<file path="src/include/bsx_exec_regs.vh">
// Constants for the branch, skip and shift execution block.
// Functional notes
// RULE_01: Register bit clear skip jumps PC by 2 or 3 when bit is zero.
// RULE_02: Register bit set skip jumps PC by 2 or 3 when bit is one.
// RULE_03: I/O bit clear skip adds 2 or 3 to PC on zero bit; flags kept.
// RULE_04: I/O bit set skip adds 2 or 3 to PC on one bit; flags kept.
// RULE_05: Generic flag-set branch goes to PC plus k plus 1 when flag s is one.
// RULE_06: Generic flag-clear branch goes to PC plus k plus 1 when flag s is zero.
// RULE_07: Equal branch needs zero flag one; not-equal needs it zero.
// RULE_08: Carry set and lower need carry one; carry clear and same-or-higher need zero.
// RULE_09: Minus branch needs negative one; plus branch needs negative zero.
// RULE_10: Signed ge needs N xor V zero; signed lt needs it one.
// RULE_11: Half-carry branches test the half-carry flag for one or zero.
// RULE_12: Transfer bit branches test the transfer flag for one or zero.
// RULE_13: Overflow branches test the overflow flag for one or zero.
// RULE_14: Interrupt branches test the global interrupt enable for one or zero.
// RULE_15: Left shift moves bits up, bit 0 zero, updates Z C N V H.
// RULE_16: Right shift moves bits down, bit 7 zero, updates Z C N V.
// RULE_17: Left rotate takes carry into bit 0, old bit 7 into carry.
// RULE_18: Right rotate takes carry into bit 7, old bit 0 into carry.
// RULE_19: Nibble swap exchanges register halves in one cycle, flags unchanged.
// RULE_20: Arithmetic right shift keeps bit 7, old bit 0 to carry.
// RULE_21: Branch takes 1 cycle untaken, 2 taken; skip adds 1 or 2.
`ifndef BSX_EXEC_REGS_VH
`define BSX_EXEC_REGS_VH

// ****************************************
// Operation codes
// ****************************************
`define BSX_OP_SKIP_REG_CLR  4'h0
`define BSX_OP_SKIP_REG_SET  4'h1
`define BSX_OP_SKIP_IO_CLR   4'h2
`define BSX_OP_SKIP_IO_SET   4'h3
`define BSX_OP_BR_FLAG_SET   4'h4
`define BSX_OP_BR_FLAG_CLR   4'h5
`define BSX_OP_SHL           4'h6
`define BSX_OP_SHR           4'h7
`define BSX_OP_ROTL          4'h8
`define BSX_OP_ROTR          4'h9
`define BSX_OP_SHR_ARITH     4'ha
`define BSX_OP_SWAP          4'hb
`define BSX_OP_BR_SIGNED_GE  4'hc
`define BSX_OP_BR_SIGNED_LT  4'hd

// ****************************************
// Status flag bit positions
// ****************************************
`define BSX_FLG_C 0
`define BSX_FLG_Z 1
`define BSX_FLG_N 2
`define BSX_FLG_V 3
`define BSX_FLG_S 4
`define BSX_FLG_H 5
`define BSX_FLG_T 6
`define BSX_FLG_I 7

// ****************************************
// Reset values and cycle counts
// ****************************************
`define BSX_FLAGS_RST     8'h00
`define BSX_PC_RST        16'h0000
`define BSX_CYC_BASE      2'h1
`define BSX_CYC_BR_TAKEN  2'h2
`define BSX_CYC_SKIP_ONE  2'h2
`define BSX_CYC_SKIP_TWO  2'h3

`endif

</file>
<file path="src/hw/bsx_exec.v">
// Executes skip, conditional branch and single-register shift instructions.
`timescale 1ns/10ps
`default_nettype none
`include "bsx_exec_regs.vh"

module bsx_exec (
    input  wire        clock,
    input  wire        reset,
    input  wire        start,
    input  wire [3:0]  op,
    input  wire [15:0] pc_in,
    input  wire [7:0]  reg_value,
    input  wire [7:0]  io_value,
    input  wire [2:0]  bit_sel,
    input  wire [6:0]  offset_k,
    input  wire        next_two_word,
    input  wire [7:0]  flags_in,
    output wire        ready,
    output reg  [15:0] pc_q,
    output reg  [7:0]  result_q,
    output reg         result_we_q,
    output reg  [7:0]  flags_q,
    output reg         flags_we_q,
    output reg         done_q
);

// ****************************************
// State machine
// ****************************************
localparam [1:0] ST_IDLE = 2'b01;
localparam [1:0] ST_WAIT = 2'b10;

reg [1:0] state_q;
reg [1:0] state_d;
reg [1:0] cnt_q;
reg [1:0] cnt_d;

// ****************************************
// Flag selection
// ****************************************
// One decoder serves both generic branches and the named flag aliases; the signed ge/lt branches use N xor V instead.
function flag_pick;
    input [7:0] f;
    input [2:0] sel;
    begin
        case (sel)
            3'h0: begin
                flag_pick = f[`BSX_FLG_C]; // RULE_08
            end
            3'h1: begin
                flag_pick = f[`BSX_FLG_Z]; // RULE_07
            end
            3'h2: begin
                flag_pick = f[`BSX_FLG_N]; // RULE_09
            end
            3'h3: begin
                flag_pick = f[`BSX_FLG_V]; // RULE_13
            end
            3'h4: begin
                flag_pick = f[`BSX_FLG_S];
            end
            3'h5: begin
                flag_pick = f[`BSX_FLG_H]; // RULE_11
            end
            3'h6: begin
                flag_pick = f[`BSX_FLG_T]; // RULE_12
            end
            default: begin
                flag_pick = f[`BSX_FLG_I]; // RULE_14
            end
        endcase
    end
endfunction

// ****************************************
// Combinational execute
// ****************************************
wire [15:0] k_ext = {{9{offset_k[6]}}, offset_k};
wire [15:0] pc_seq = pc_in + 16'h0001;
wire [15:0] pc_br = pc_in + k_ext + 16'h0001;
wire [15:0] pc_skip = next_two_word ? (pc_in + 16'h0003) : (pc_in + 16'h0002);
wire [1:0]  cyc_skip = next_two_word ? `BSX_CYC_SKIP_TWO : `BSX_CYC_SKIP_ONE;
wire        sel_flag = flag_pick(flags_in, bit_sel);
wire        nxv = flags_in[`BSX_FLG_N] ^ flags_in[`BSX_FLG_V];

reg         skip;
reg         taken;
reg         shift_op;
reg         half_upd;
reg         carry_out;
reg  [7:0]  res;
reg  [7:0]  flg;
reg  [15:0] pc_d;
reg  [1:0]  cyc;

always @* begin
    skip      = 1'b0;
    taken     = 1'b0;
    shift_op  = 1'b0;
    half_upd  = 1'b0;
    carry_out = 1'b0;
    res       = reg_value;
    case (op)
        `BSX_OP_SKIP_REG_CLR: begin
            skip = ~reg_value[bit_sel]; // RULE_01
        end
        `BSX_OP_SKIP_REG_SET: begin
            skip = reg_value[bit_sel]; // RULE_02
        end
        `BSX_OP_SKIP_IO_CLR: begin
            skip = ~io_value[bit_sel]; // RULE_03
        end
        `BSX_OP_SKIP_IO_SET: begin
            skip = io_value[bit_sel]; // RULE_04
        end
        `BSX_OP_BR_FLAG_SET: begin
            taken = sel_flag; // RULE_05
        end
        `BSX_OP_BR_FLAG_CLR: begin
            taken = ~sel_flag; // RULE_06
        end
        `BSX_OP_BR_SIGNED_GE: begin
            taken = ~nxv; // RULE_10
        end
        `BSX_OP_BR_SIGNED_LT: begin
            taken = nxv; // RULE_10
        end
        `BSX_OP_SHL: begin
            shift_op  = 1'b1;
            half_upd  = 1'b1;
            res       = {reg_value[6:0], 1'b0}; // RULE_15
            carry_out = reg_value[7];
        end
        `BSX_OP_SHR: begin
            shift_op  = 1'b1;
            res       = {1'b0, reg_value[7:1]}; // RULE_16
            carry_out = reg_value[0];
        end
        `BSX_OP_ROTL: begin
            shift_op  = 1'b1;
            half_upd  = 1'b1;
            res       = {reg_value[6:0], flags_in[`BSX_FLG_C]}; // RULE_17
            carry_out = reg_value[7];
        end
        `BSX_OP_ROTR: begin
            shift_op  = 1'b1;
            res       = {flags_in[`BSX_FLG_C], reg_value[7:1]}; // RULE_18
            carry_out = reg_value[0];
        end
        `BSX_OP_SHR_ARITH: begin
            shift_op  = 1'b1;
            res       = {reg_value[7], reg_value[7:1]}; // RULE_20
            carry_out = reg_value[0];
        end
        `BSX_OP_SWAP: begin
            res = {reg_value[3:0], reg_value[7:4]}; // RULE_19
        end
        default: begin
            res = reg_value;
        end
    endcase
end

// Shift flags; the signed flag is left alone because these operations do not list it.
always @* begin
    flg = flags_in;
    if (shift_op) begin
        flg[`BSX_FLG_Z] = (res == 8'h00);
        flg[`BSX_FLG_C] = carry_out;
        flg[`BSX_FLG_N] = res[7];
        flg[`BSX_FLG_V] = res[7] ^ carry_out;
        if (half_upd) begin
            flg[`BSX_FLG_H] = reg_value[3]; // RULE_15
        end
    end
end

// Program counter and cycle cost.
always @* begin
    pc_d = pc_seq;
    cyc  = `BSX_CYC_BASE;
    if (skip) begin
        pc_d = pc_skip;
        cyc  = cyc_skip; // RULE_21
    end else if (taken) begin
        pc_d = pc_br; // RULE_05
        cyc  = `BSX_CYC_BR_TAKEN; // RULE_21
    end
end

// ****************************************
// Sequencing
// ****************************************
// A new instruction is refused while a multi-cycle one is still counting down.
assign ready = (state_q == ST_IDLE);

always @* begin
    state_d = state_q;
    cnt_d   = cnt_q;
    case (state_q)
        ST_IDLE: begin
            if (start && cyc != `BSX_CYC_BASE) begin
                state_d = ST_WAIT;
                cnt_d   = cyc - 2'h1;
            end
        end
        ST_WAIT: begin
            cnt_d = cnt_q - 2'h1;
            if (cnt_q == 2'h1) begin
                state_d = ST_IDLE;
            end
        end
        default: begin
            state_d = ST_IDLE;
            cnt_d   = 2'h0;
        end
    endcase
end

always @(posedge clock) begin
    if (reset) begin
        state_q     <= ST_IDLE;
        cnt_q       <= 2'h0;
        pc_q        <= `BSX_PC_RST;
        result_q    <= 8'h00;
        result_we_q <= 1'b0;
        flags_q     <= `BSX_FLAGS_RST;
        flags_we_q  <= 1'b0;
        done_q      <= 1'b0;
    end else begin
        state_q     <= state_d;
        cnt_q       <= cnt_d;
        result_we_q <= 1'b0;
        flags_we_q  <= 1'b0;
        done_q      <= 1'b0;
        if (state_q == ST_IDLE && start) begin
            pc_q     <= pc_d;
            result_q <= res;
            flags_q  <= flg;
            done_q   <= (cyc == `BSX_CYC_BASE);
            result_we_q <= shift_op || (op == `BSX_OP_SWAP);
            flags_we_q  <= shift_op;
        end else if (state_q == ST_WAIT && cnt_q == 2'h1) begin
            done_q <= 1'b1; // RULE_21
        end
    end
end

endmodule
`default_nettype wire

</file>
<file path="config.mk">
export PLATFORM = sky130hd
export DESIGN_NAME = bsx_exec
export DESIGN_NICKNAME = d
export VERILOG_FILES = /design/src/hw/bsx_exec.v
export VERILOG_INCLUDE_DIRS = /design/src /design/src/include
export SDC_FILE = /design/constraint.sdc
export NUM_CORES = 1
export LEC_CHECK = 0
export BUFFER_PORTS_ARGS = -buffer_cell sky130_fd_sc_hd__buf_2
export CAP_MARGIN = 40
export CORE_UTILIZATION = 40
export CTS_BUF_LIST = sky130_fd_sc_hd__clkbuf_4 sky130_fd_sc_hd__clkbuf_8 sky130_fd_sc_hd__clkbuf_16
export CTS_CLUSTER_DIAMETER = 80
export DETAILED_ROUTE_END_ITERATION = 10
export PLACE_DENSITY = 0.66
export RECOVER_POWER = 100
export REMOVE_ABC_BUFFERS = 1
export SLEW_MARGIN = 20
export SYNTH_ARGS = -nofsm -noshare
export SYNTH_HDL_FRONTEND = slang
export SYNTH_SLANG_ARGS = --single-unit
</file>
<file path="constraint.sdc">
create_clock -name clock -period 2.6 [get_ports clock]
set_input_delay 0.26 -clock clock [delete_from_list [all_inputs] [get_ports clock]]
set_output_delay 0.26 -clock clock [all_outputs]
set_load 0.02 [all_outputs]
</file>
# [Word-level counts from Yosys, hierarchy flattened]
# Index checks and enable logic that the tools add are counted.
[totals] input_bits=58 register_bits=39
[classes] n_lt_le_gt_ge=1 mux=27 reduce_logical=12 n_eq_ne=26 n_bitwise=7 add_sub_neg=7
[op_table] op="$mux W16" count=3
[op_table] op="$pmux W8 S6" count=1
[op_table] op="$add A16 B1 Y16 const B" count=2
[op_table] op="$add A16 B2 Y16 const B" count=2
[op_table] op="$eq A4 B4 Y1 const B" count=6
[op_table] op="$add A16 B16 Y16" count=1
[op_table] op="$eq A4 B3 Y1 const B" count=4
[op_table] op="$mux W2" count=5
[op_table] op="$eq A3 B3 Y1 const B" count=3
[op_table] op="$mux W1" count=9
[op_table] op="$eq A4 B2 Y1 const B" count=2
[op_table] op="$logic_not A8 Y1" count=1
[op_table] op="$pmux W1 S4" count=2
[op_table] op="$pmux W2 S2" count=2
[op_table] op="$pmux W1 S7" count=1
[op_table] op="$bmux W1 S3" count=2
[op_table] op="$eq A2 B1 Y1 const B" count=3
[op_table] op="$eq A3 B2 Y1 const B" count=2
[op_table] op="$not A1 Y1" count=5
[op_table] op="$reduce_or A5 Y1" count=1
[op_table] op="$eq A4 B1 Y1 const B" count=1
[op_table] op="$logic_not A4 Y1" count=1
[op_table] op="$lt A3 B4 Y1 const B" count=1
[op_table] op="$mux W4" count=1
[op_table] op="13 further kinds" count=19

# [Depth between registers and ports, before layout]
# Gate-level depths: netlist of run 1.
[logic_depth] ltp_word=10 mapped_depth=15 depth_no_buf=12

# [Worst setup path before layout of run 1]
# No wires, ideal clock.
[synth_timing] path_kind="input-to-reg" start="in bit_sel[1]" end="reg cnt_q[0]" t_arrival_ns=2.483 path_buffers=2 stages=13 path_slack_ns=0.000 required_ns=2.483 path_cell_list="buf_4 -> mux4_2 -> mux2i_1 -> mux2i_1 -> and2_1 -> buf_6 -> nor2_1 -> nor2_1 -> ha_1 -> inv_1 -> a21oi_1 -> nor3_1 -> a32o_1"
[synth_between] elab_chain_cells=9 elab_cells_between_ends=25 cone_classes="1 x add/sub; 8 x eq/ne; 11 x mux; 3 x bitwise; 2 x reduce/logical"
[synth_rtl] element="start: declaration" line_no="bsx_exec.v:14" source="input wire [2:0] bit_sel,"
[synth_rtl] element="$eq A3 B3 Y1 (tied with other cells)" line_no="bsx_exec.v:46" source="case (sel)"
[synth_rtl] element="$pmux W1 S7" line_no="bsx_exec.v:46"
[synth_rtl] element="$not A1 Y1" line_no="bsx_exec.v:120" source="taken = ~sel_flag;"
[synth_rtl] element="$pmux W1 S4" line_no="bsx_exec.v:103" source="case (op)"
[synth_rtl] element="$mux W2" line_no="bsx_exec.v:185" source="end else if (taken) begin"
[synth_rtl] element="$mux W2 *" line_no="bsx_exec.v:182" source="if (skip) begin"
[synth_rtl] element="$sub A2 B1 Y2 / $ne A2 B1 Y1 (equally long branches)"
[synth_rtl] element="$mux W2 / $logic_and A1 B1 Y1 (equally long branches)"
[synth_rtl] element="$pmux W2 S2 / $ne A2 B1 Y1 (equally long branches)"
[synth_rtl] element="end signal: assignment" line_no="bsx_exec.v:232" source="cnt_q <= cnt_d;"
[synth_rtl] element="end: declaration" line_no="bsx_exec.v:35" source="reg [1:0] cnt_q;"
# Mark *: on every way between the ends. The rest lies on a longest branch, timed or not. The select of a mux whose other input is x is not followed.
# A chain may end at the register's enable or synchronous reset.

# [Worst setup path after layout of run 1]
[layout_timing] start="in bit_sel[0]" end="reg cnt_q[0]"
# The elaborated chain is that of the path after synthesis.

==> run_results.csv, run 1 <==
group,metric,value,unit
status,status,"finished, final reports clean",
pwr,p_per_area,544,nW/um2
sta,max_freq,417,MHz
sta,slew_headroom,0.484,
floorplanning,core,8680,um2
setup_path,worstSetupPathType,"in -> reg",
cts,cts_sinks,39,
synth,yosysUniqueCellTypes,56,
cts,insertion_delay,0.30,ns
routing,routed_wl,10900,um
sta,fin_crit_sh,0.922,
synth,synth-seq-cells,39,
sta,final_max_slew_viol_count,0,
routing,vias_per_cell,5.56,
floorplanning,row_count,34,
layout,final_cells,721,
synth,netlist_instances,490,
setup_path,cp-end-kind,"flip-flop",
synth,synthArstFlopShare,0,
placed_design,place_inst,713,
global_route,grt_pass1_wl,17600,um
placed_design,place.gp.congestion,0.945,
cts,numCtsBuffers,5,
global_route,grt_start_max_net_pins,27,
sta,fin_worst_skew,0.00755,ns
setup_path,r2r_slack,0.30,ns
cts,htreeDepth,2,
global_route,antenna_found_initial,0,
pwr,power,2.41,mW
global_route,grt-ovfl-total,0,
synth,synth.avg_cell_area,7.31,um2
sta,final.setup.tns,0,ns
setup_path,required,2.79,ns
synth,ys_seq_area_frac,0.218,
routing,drt_iter0_markers,199,
sta,min_period,2.40,ns
layout,diodes,0,
layout,drive_gt1_frac,0.183,
layout,area_growth,23.6,%
worst_hold_path,worstHoldStart,"flags_in[4]",
setup_path,crit_fanout,5,
pwr,p_leak,1.86,nW
cts,path_clk_slew,0.08,ns
placed_design,hpwl,8700,um
cts,cts_resized,0,
layout,nets,694,
pwr,peakVddDrop,206,uV
placed_design,detailedPlace.worstSlack,-0.108,ns
floorplanning,die_area,9330,um2
setup_path,cp-start-kind,"input port",
floorplanning,io_pins,94,
cts,clk_path_buf_depth,2,
setup_path,r2r_end,"flags_q[2]",
cts,root_buffer,"clkbuf_8",
routing,wl_per_cell,15.1,um
setup_path,reg2regPathDepth,6,
cts,cts_setup_buffers,0,
job,cap_viol_max_count,0,
synth,syn_area,3580,um2
routing,drc,0,
global_route,grt_pass1_vias,3690,
worst_hold_path,holdPathEnd,"flags_q[4]",
cts,cts_tree,"yes",
floorplanning,die_height,96.6,um
sta,hold_viol,0,
sta,setup_viol,0,
sta,fin_ws,0.202,ns
routing,dr.pass1.iters,4,
floorplanning,dieWidth,96.6,um
routing,drtAntennaViolNets,0,
cts,hold_buffers,0,
floorplanning,initial_core_util,0.413,
sta,tightest_slew,0.773,ns
global_route,grtUsageTotal,0.228,
sta,rsz0062_at_grt,"no",
placed_design,numPortBuffers,93,
worst_hold_path,hold_path.class,"in -> reg",
synth,synth_warnings,0,
setup_path,r2r-start,"state_q[1]",
synth,synth_flop_cell,"dfxtp_1",
routing,vias,4007,
worst_hold_path,min_path_cells,3,
synth,synth_edf_count,0,
setup_path,arrival,2.59,ns
## registers in the layout (all words and copies together) (netlist names)
| signal | count |
|---|---|
| flags_q | 8 |
| flags_we_q | 1 |
| state_q | 2 |
| result_we_q | 1 |
| cnt_q | 2 |
| pc_q | 16 |
| done_q | 1 |
| result_q | 8 |
## worst max path at each step
stage	start	to	slack (ns)	depth (start not counted)
floorplan	bit_sel[0]	cnt_q[0]	-0.08	11
global placement	bit_sel[0]	cnt_q[0]	-0.02	14
detailed placement	bit_sel[0]	cnt_q[0]	-0.11	14
CTS	bit_sel[0]	cnt_q[0]	0.20	14
global route	op[3]	flags_q[1]	0.006	9
finish	bit_sel[0]	cnt_q[0]	0.20	14
## cell usage after synthesis, types with 4 or more instances
cell type	number	area share
dfxtp_1	39	0.22
nand2_1	70	0.073
a21oi_1	62	0.087
nand2b_1	6	0.010
buf_2	7	0.0098
xnor2_1	20	0.049
nor4_1	5	0.0087
clkbuf_1	13	0.014
nor2_1	45	0.047
mux4_2	4	0.025
xor2_1	14	0.034
a211oi_1	13	0.027
o21ai_0	24	0.034
mux2i_1	11	0.031
a22o_1	4	0.0098
o211ai_1	4	0.0084
and2_1	6	0.010
nand3_1	12	0.017
o221ai_1	5	0.012
inv_1	20	0.021
a221oi_1	4	0.0098
o21a_1	5	0.010
nor3_1	13	0.018
a32o_1	4	0.011
a21o_1	4	0.0084
ha_1	23	0.080
nand3b_1	4	0.0084
## per-layer routing
layer,global-route usage,vias up,part of all wire
met2,0.400,133,0.48
li1,-,2018,-
met4,0.0677,0,0.020
met3,0.0267,17,0.053
met1,0.292,1839,0.44
met5,0,-,0
## cells by family after synthesis
group | after synthesis | share of synthesized area
AOI/OAI and AO/OA | 151 | 0.265
xor gates and xnor gates | 34 | 0.0832
adders and majority gates | 24 | 0.0860
buffers and inverters | 45 | 0.0549
DFF | 39 | 0.218
muxes | 15 | 0.0559
and+or+nand+nor | 182 | 0.238
## cell type report
cell class / count / area [um2]
Clock buffer: 7 / 83.8
Clock inverter: 1 / 5.00
Fill cell: 923 / 4250
Inverter: 21 / 78.8
Multi-Input combinational cell: 406 / 2600
Sequential cell: 39 / 781
Tap cell: 108 / 135
Timing Repair Buffer: 139 / 739
## metrics by stage
stage | area [um2] | hold WS, ns | util
3_3_place_gp | 4410 | 0.431 | 0.508
2_1_floorplan | 3460 | 0.329 | -
5_1_grt | 4430 | 0.231 | 0.510
4_1_cts | 4500 | 0.215 | 0.518
6_report | 4430 | 0.227 | 0.510
3_5_place_dp | 4410 | 0.445 | 0.508
## cells in the final DEF, fill, tap and decap left out, drive strengths merged, types with 5 or more instances in the layout
cell    count
a211oi     13
a21oi      62
and2        6
buf        93
clkbuf     53
dfxtp      39
ha         23
inv        21
mux2i      11
nand2      70
nand2b      7
nand3      12
nor2       45
nor3       13
nor4        5
o21a        5
o21ai      25
o221ai      5
xnor2      20
xor2       14
## power breakdown
part | internal (mW) | switching, mW
combinational | 0.443 | 0.746
sequential | 0.723 | 0.0738
clock | 0.209 | 0.214
total | 1.37 | 1.03
## worst max-delay path: stages
cell and delay (ns):
buf_2 0.15, mux4_2 0.52, mux2i_1 0.19, mux2i_1 0.24, and2_1 0.23, buf_4 0.15, nand2b_4 0.05, inv_2 0.05
ha_1 0.16, inv_1 0.05, a21oi_1 0.13, buf_4 0.15, nor3_1 0.04, a32o_1 0.22
No activity file was read; power rests on OpenSTA's default activity.
==> run 2, diff against run 1 <==
GPL_TIMING_DRIVEN = 0   (was default)
==> run 2 against run 1 <==
Compared with the run above:
- clock skew decreased by 0.0027 ns
- flip-flop and latch count unchanged
- sequential power about the same
- sequential share of layout area increased by 0.79 points
- final area decreased by 4.3%
- first-iteration DRC count decreased by 20%
- combinational power about the same
- clock power increased by 9.5%
- critical path depth decreased by 2
- critical path type unchanged
- critical endpoint unchanged
==> run_results.csv, run 2 (synthesis results as in run 1) <==
group,metric,value,unit
status,status,"finished, final reports clean",
global_route,antenna_found_initial,0,
setup_path,r2r_end,"pc_q[9]",
global_route,grtUsageTotal,0.221,
floorplanning,row_count,34,
pwr,p_per_area,574,nW/um2
floorplanning,core,8680,um2
setup_path,critPathMaxStageDelay,0.52,ns
global_route,grt_pass1_vias,3646,
routing,drc,0,
setup_path,r2r-start,"state_q[1]",
cts,clk_path_buf_depth,2,
sta,final_max_slew_viol_count,0,
setup_path,required,2.79,ns
sta,hold_viol,0,
layout,diodes,0,
cts,path_clk_slew,0.08,ns
global_route,grt_pass1_wl,17400,um
setup_path,crit_buf_inv,2,
cts,numCtsBuffers,5,
routing,vias,3882,
sta,fin_crit_sh,0.957,
sta,fin_worst_skew,0.00482,ns
routing,drt_iter0_markers,159,
routing,drtAntennaViolNets,0,
placed_design,hpwl,7960,um
floorplanning,io_pins,94,
floorplanning,die_height,96.6,um
layout,top_register,"pc_q",
layout,final_common_cell,"nand2_1",
routing,routed_wl,10300,um
layout,final_cell_mix,"70 x nand2_1, 61 x a21oi_1, 55 x buf_2",
sta,min_period,2.49,ns
sta,slew_headroom,0.580,
worst_hold_path,hold_path.class,"in -> reg",
setup_path,crit_path_end,"cnt_q[0]",
pwr,p_leak,1.73,nW
sta,tightest_slew,0.628,ns
setup_path,cp-start-kind,"input port",
cts,htreeDepth,2,
layout,area_growth,18.3,%
floorplanning,initial_core_util,0.413,
pwr,peakVddDrop,218,uV
cts,cts_tree,"yes",
sta,setup_viol,0,
layout,drive_gt1_frac,0.154,
cts,hold_buffers,0,
setup_path,cp-end-kind,"flip-flop",
placed_design,numPortBuffers,93,
floorplanning,dieWidth,96.6,um
setup_path,worstSetupPathType,"in -> reg",
setup_path,arrival,2.68,ns
cts,insertion_delay,0.29,ns
setup_path,reg2regPathDepth,8,
sta,whs,0.223,ns
global_route,grt-ovfl-total,0,
setup_path,critPathSlowestCell,"mux4_2",
global_route,grt_start_max_net_pins,28,
setup_path,r2r_slack,0.31,ns
setup_path,critical_path_depth,12,
sta,final.setup.tns,0,ns
routing,dr.pass1.iters,4,
setup_path,crit_start,"bit_sel[0]",
cts,root_buffer,"clkbuf_8",
setup_path,worstPathCellList,"buf_4 > mux4_2 > mux2i_2 > mux2i_1 > and2_4 > nor2_1 > nor2_2 > ha_2 > inv_1 > a21oi_4 > nor3_1 > a32o_1",
floorplanning,die_area,9330,um2
layout,reg_top3,"pc_q (16), flags_q (8), result_q (8)",
layout,largest_register_ffs,16,
sta,max_freq,402,MHz
setup_path,crit_family,"multiplexers",
job,cap_viol_max_count,0,
placed_design,place.gp.congestion,0.901,
sta,rsz0062_at_grt,"yes",
routing,vias_per_cell,5.70,
layout,nets,654,
setup_path,crit_fanout,9,
cts,cts_sinks,39,
routing,wl_per_cell,15.1,um
## run 2: changes by cell type in the layout (fill, tap and decap cells not counted), moves of 2 or more
cell      delta
buf_4       -34
clkbuf_1     -9
and2_0       -2
clkbuf_4     -2
clkbuf_8     +2
## run 2: per-layer routing
metal	routed length, um	track usage	vias to the layer above
met1	4800	0.304	1800
met4	130	0.0540	0
li1	-	-	1937
met2	4790	0.366	130
met5	0	0	-
met3	584	0.0303	15
## run 2: tightest hold or removal path: cells and delay by family
kind	cells	cell delay, ns
AO/OA/AOI/OAI	1	0.05
buffers and inverters	1	0.11
AND/OR/NAND/NOR	1	0.05
## run 2: area by class of cell
| class | count | area [um2] |
|---|---|---|
| clock buffers | 8 | 104 |
| flip-flops and latches | 39 | 781 |
| multi-input cells | 406 | 2640 |
| repair buffers | 99 | 502 |
| inverters | 21 | 78.8 |
| fillers | 897 | 4440 |
| well taps | 108 | 135 |
## run 2: worst min path at each step
stage / start / cells past startpoint / to
after global placement: pc_q[9] / 1 / pc_q[9]
after floorplan: reset / 1 / done_q
final: flags_in[4] / 3 / flags_q[4]
after global routing: flags_in[4] / 3 / flags_q[4]
after detailed placement: pc_q[9] / 1 / pc_q[9]
after CTS: flags_in[4] / 3 / flags_q[4]
## run 2: report_power, final
group | internal (mW) | switching, mW
combinational | 0.427 | 0.744
clock | 0.253 | 0.211
sequential | 0.723 | 0.0742
## run 2: repair_timing
item | CTS | global route
hold endpoints to repair | 0 | 0
setup endpoints to repair | 7 | 6
resized for setup | 4 | 9
pin swaps | 1 | 2
buffers inserted | 1 | 2
## run 2: metrics by stage
stage	cells	worst slack [ns]	util	power (mW)	cell area, um2
6_report	681	0.112	0.488	2.43	4240
5_1_grt	681	-0.0302	0.488	2.60	4240
4_1_cts	679	0.0797	0.488	2.44	4240
3_5_place_dp	670	-0.905	0.474	1.97	4120
3_3_place_gp	667	-0.850	0.468	1.90	4060
2_1_floorplan	466	-0.0777	-	1.53	3460
==> run 3, diff against run 2 <==
ABC_AREA = 1   (was default)
CORE_MARGIN = 2   (was default)
PLACE_DENSITY = default   (was 0.66)
==> run 3 against run 2 <==
Compared with the run above:
- utilization fell by 1.1 points
- routed wire length grew 15%
- critical path depth is 4 higher
- synthesized cell count rose by 34%
- register-to-register slack gained 0.17 ns
- flip-flop and latch count is the same
==> run_results.csv, run 3 <==
group,metric,value,unit
status,status,"finished, final reports clean",
synth,yosysUniqueCellTypes,38,
routing,drtAntennaViolNets,0,
cts,root_buffer,"clkbuf_8",
sta,min_period,2.33,ns
pwr,internal_power,1.47,mW
placed_design,place_inst,865,
cts,cts_resized,0,
sta,rsz0062_at_grt,"no",
floorplanning,io_pins,94,
synth,synth_warnings,0,
synth,netlist_instances,655,
layout,drive_gt1_frac,0.126,
synth,synthTopCellsByCount,"166 x nand2_1, 74 x inv_1, 72 x nor2_1",
pwr,p_seq_frac,0.310,
cts,hold_buffers,0,
layout,final_common_cell,"nand2_1",
cts,htreeDepth,2,
setup_path,worstSetupPathType,"in -> reg",
placed_design,numPortBuffers,93,
layout,regArea,781,um2
global_route,grt-ovfl-total,0,
layout,largest_register_ffs,16,
setup_path,arrival,2.50,ns
placed_design,detailedPlace.worstSlack,-0.152,ns
synth,synth-seq-cells,39,
pwr,power.net_switching,1.23,mW
placed_design,hpwl,9240,um
global_route,antenna_found_initial,0,
pwr,peakVddDrop,231,uV
synth,ys_seq_area_frac,0.197,
floorplanning,dieWidth,103,um
routing,routed_wl,11900,um
synth,syn_area,3950,um2
global_route,grt_start_max_net_pins,41,
routing,drt_iter0_markers,154,
routing,wl_per_cell,13.5,um
cts,cts_tree,"yes",
cts,insertion_delay,0.30,ns
routing,vias,4492,
floorplanning,initial_core_util,0.408,
synth,synth_edf_count,0,
worst_hold_path,hold_path.class,"in -> reg",
floorplanning,die_height,103,um
sta,final.setup.tns,0,ns
sta,max_freq,430,MHz
pwr,pwr-share-clk,0.200,
sta,fin_worst_skew,0.0105,ns
sta,tightest_slew,0.651,ns
setup_path,required,2.77,ns
layout,area_growth,16.8,%
floorplanning,die_area,10700,um2
sta,fin_ws,0.273,ns
sta,hold_viol,0,
sta,final_max_slew_viol_count,0,
cts,clk_path_buf_depth,2,
synth,synth.avg_cell_area,6.04,um2
routing,drc,0,
pwr,p_leak,2.30,nW
routing,dr.pass1.iters,5,
cts,path_clk_slew,0.09,ns
setup_path,crit_fanout,13,
cts,cts_sinks,39,
cts,cts_setup_buffers,0,
sta,slew_headroom,0.565,
placed_design,place.gp.congestion,0.878,
layout,reg_top3,"pc_q (16), flags_q (8), result_q (8)",
synth,synthArstFlopShare,0,
synth,synth.top_cell.area_share,0.197,
pwr,combPwrFrac,0.490,
job,cap_viol_max_count,0,
floorplanning,row_count,36,
setup_path,cp-start-kind,"input port",
synth,yosys-top-cells-area,"dfxtp_1 20%, nand2_1 16%, a21oi_1 7.7%",
floorplanning,core,9680,um2
synth,synth_top_area_cell,"dfxtp_1",
routing,vias_per_cell,5.12,
pwr,switching_share,0.455,
layout,fillers,1069,
pwr,power,2.69,mW
layout,nets,826,
global_route,grt_pass1_vias,4051,
synth,synth_flop_cell,"dfxtp_1",
global_route,grt_pass1_wl,19100,um
layout,diodes,0,
cts,numCtsBuffers,5,
layout,top_register,"pc_q",
pwr,p_per_area,583,nW/um2
sta,fin_crit_sh,0.895,
layout,final_cell_mix,"166 x nand2_1, 73 x inv_1, 72 x nor2_1",
synth,synth.most_common_cell,"nand2_1",
sta,setup_viol,0,
setup_path,cp-end-kind,"flip-flop",
layout,final_cells,878,
global_route,grtUsageTotal,0.225,
layout,multi_input_area,2780,um2
run 3: cell types whose count changed in the layout (fill, tap and decap cells not counted), moves of 8 or more:
cell and change:
nand2_1 +96, o21ai_0 +25, xor2_1 +8, nand3_1 +33
a211oi_1 -13, inv_1 +53, xnor2_1 -10, mux2i_1 -10
nor2_1 +28
run 3: routing by layer:
metal	global-route usage	part of all wire	vias up
li1	-	-	2340
met1	0.292	0.47	2007
met2	0.402	0.47	135
met3	0.0195	0.051	10
met4	0.0516	0.0093	0
met5	0	0	-
run 3: worst paths after layout:
check	start	to	slack, ns	depth (start not counted)
setup / recovery	bit_sel[0]	state_q[1]	0.27	16
hold / removal	flags_in[4]	flags_q[4]	0.23	3
setup reg to reg	state_q[1]	done_q	0.48	7
hold reg to reg	cnt_q[1]	cnt_q[1]	0.47	2
run 3: per-stage QoR:
stage / instance area, um2 / util / hold WS [ns]
after global placement: 4480 / 0.463 / 0.453
after global routing: 4620 / 0.477 / 0.261
after floorplan: 3850 / - / 0.329
after detailed placement: 4520 / 0.467 / 0.457
final: 4620 / 0.477 / 0.233
after CTS: 4640 / 0.479 / 0.227
run 3: logic make-up after synthesis:
family / after synthesis / share of synthesized area
DFF: 39 / 0.197
adders and majority gates: 24 / 0.0778
xor gates and xnor gates: 32 / 0.0709
AOI/OAI and AO/OA: 147 / 0.208
and+or+nand+nor: 316 / 0.345
buffers and inverters: 97 / 0.101
run 3: final cells by class:
type,instances,share of cell area
Sequential cell,39,0.169
Clock inverter,3,0.00948
Clock buffer,5,0.0149
Inverter,78,0.0639
Tap cell,133,0.0360
Multi-Input combinational cell,519,0.601
Timing Repair Buffer,101,0.106
run 3: power by group through the flow:
stage	Clock, mW	Combinational [mW]	Sequential (mW)
after floorplan	0	0.738	0.999
after global placement	0	1.32	0.838
after detailed placement	0	1.35	0.844
after CTS	0.550	1.36	0.832
after global routing	0.570	1.50	0.856
final	0.538	1.32	0.835
run 3: worst max-delay path: stages:
cell	delay, ns
buf_2	0.23
inv_2	0.14
nand2_1	0.08
nand2_1	0.04
nand2_1	0.05
nand3_1	0.13
nand3_1	0.16
nand2_4	0.08
o21ai_0	0.33
nand2_1	0.11
ha_1	0.20
inv_1	0.06
a21oi_1	0.10
o21bai_1	0.20
o21ai_0	0.23
a21oi_1	0.08
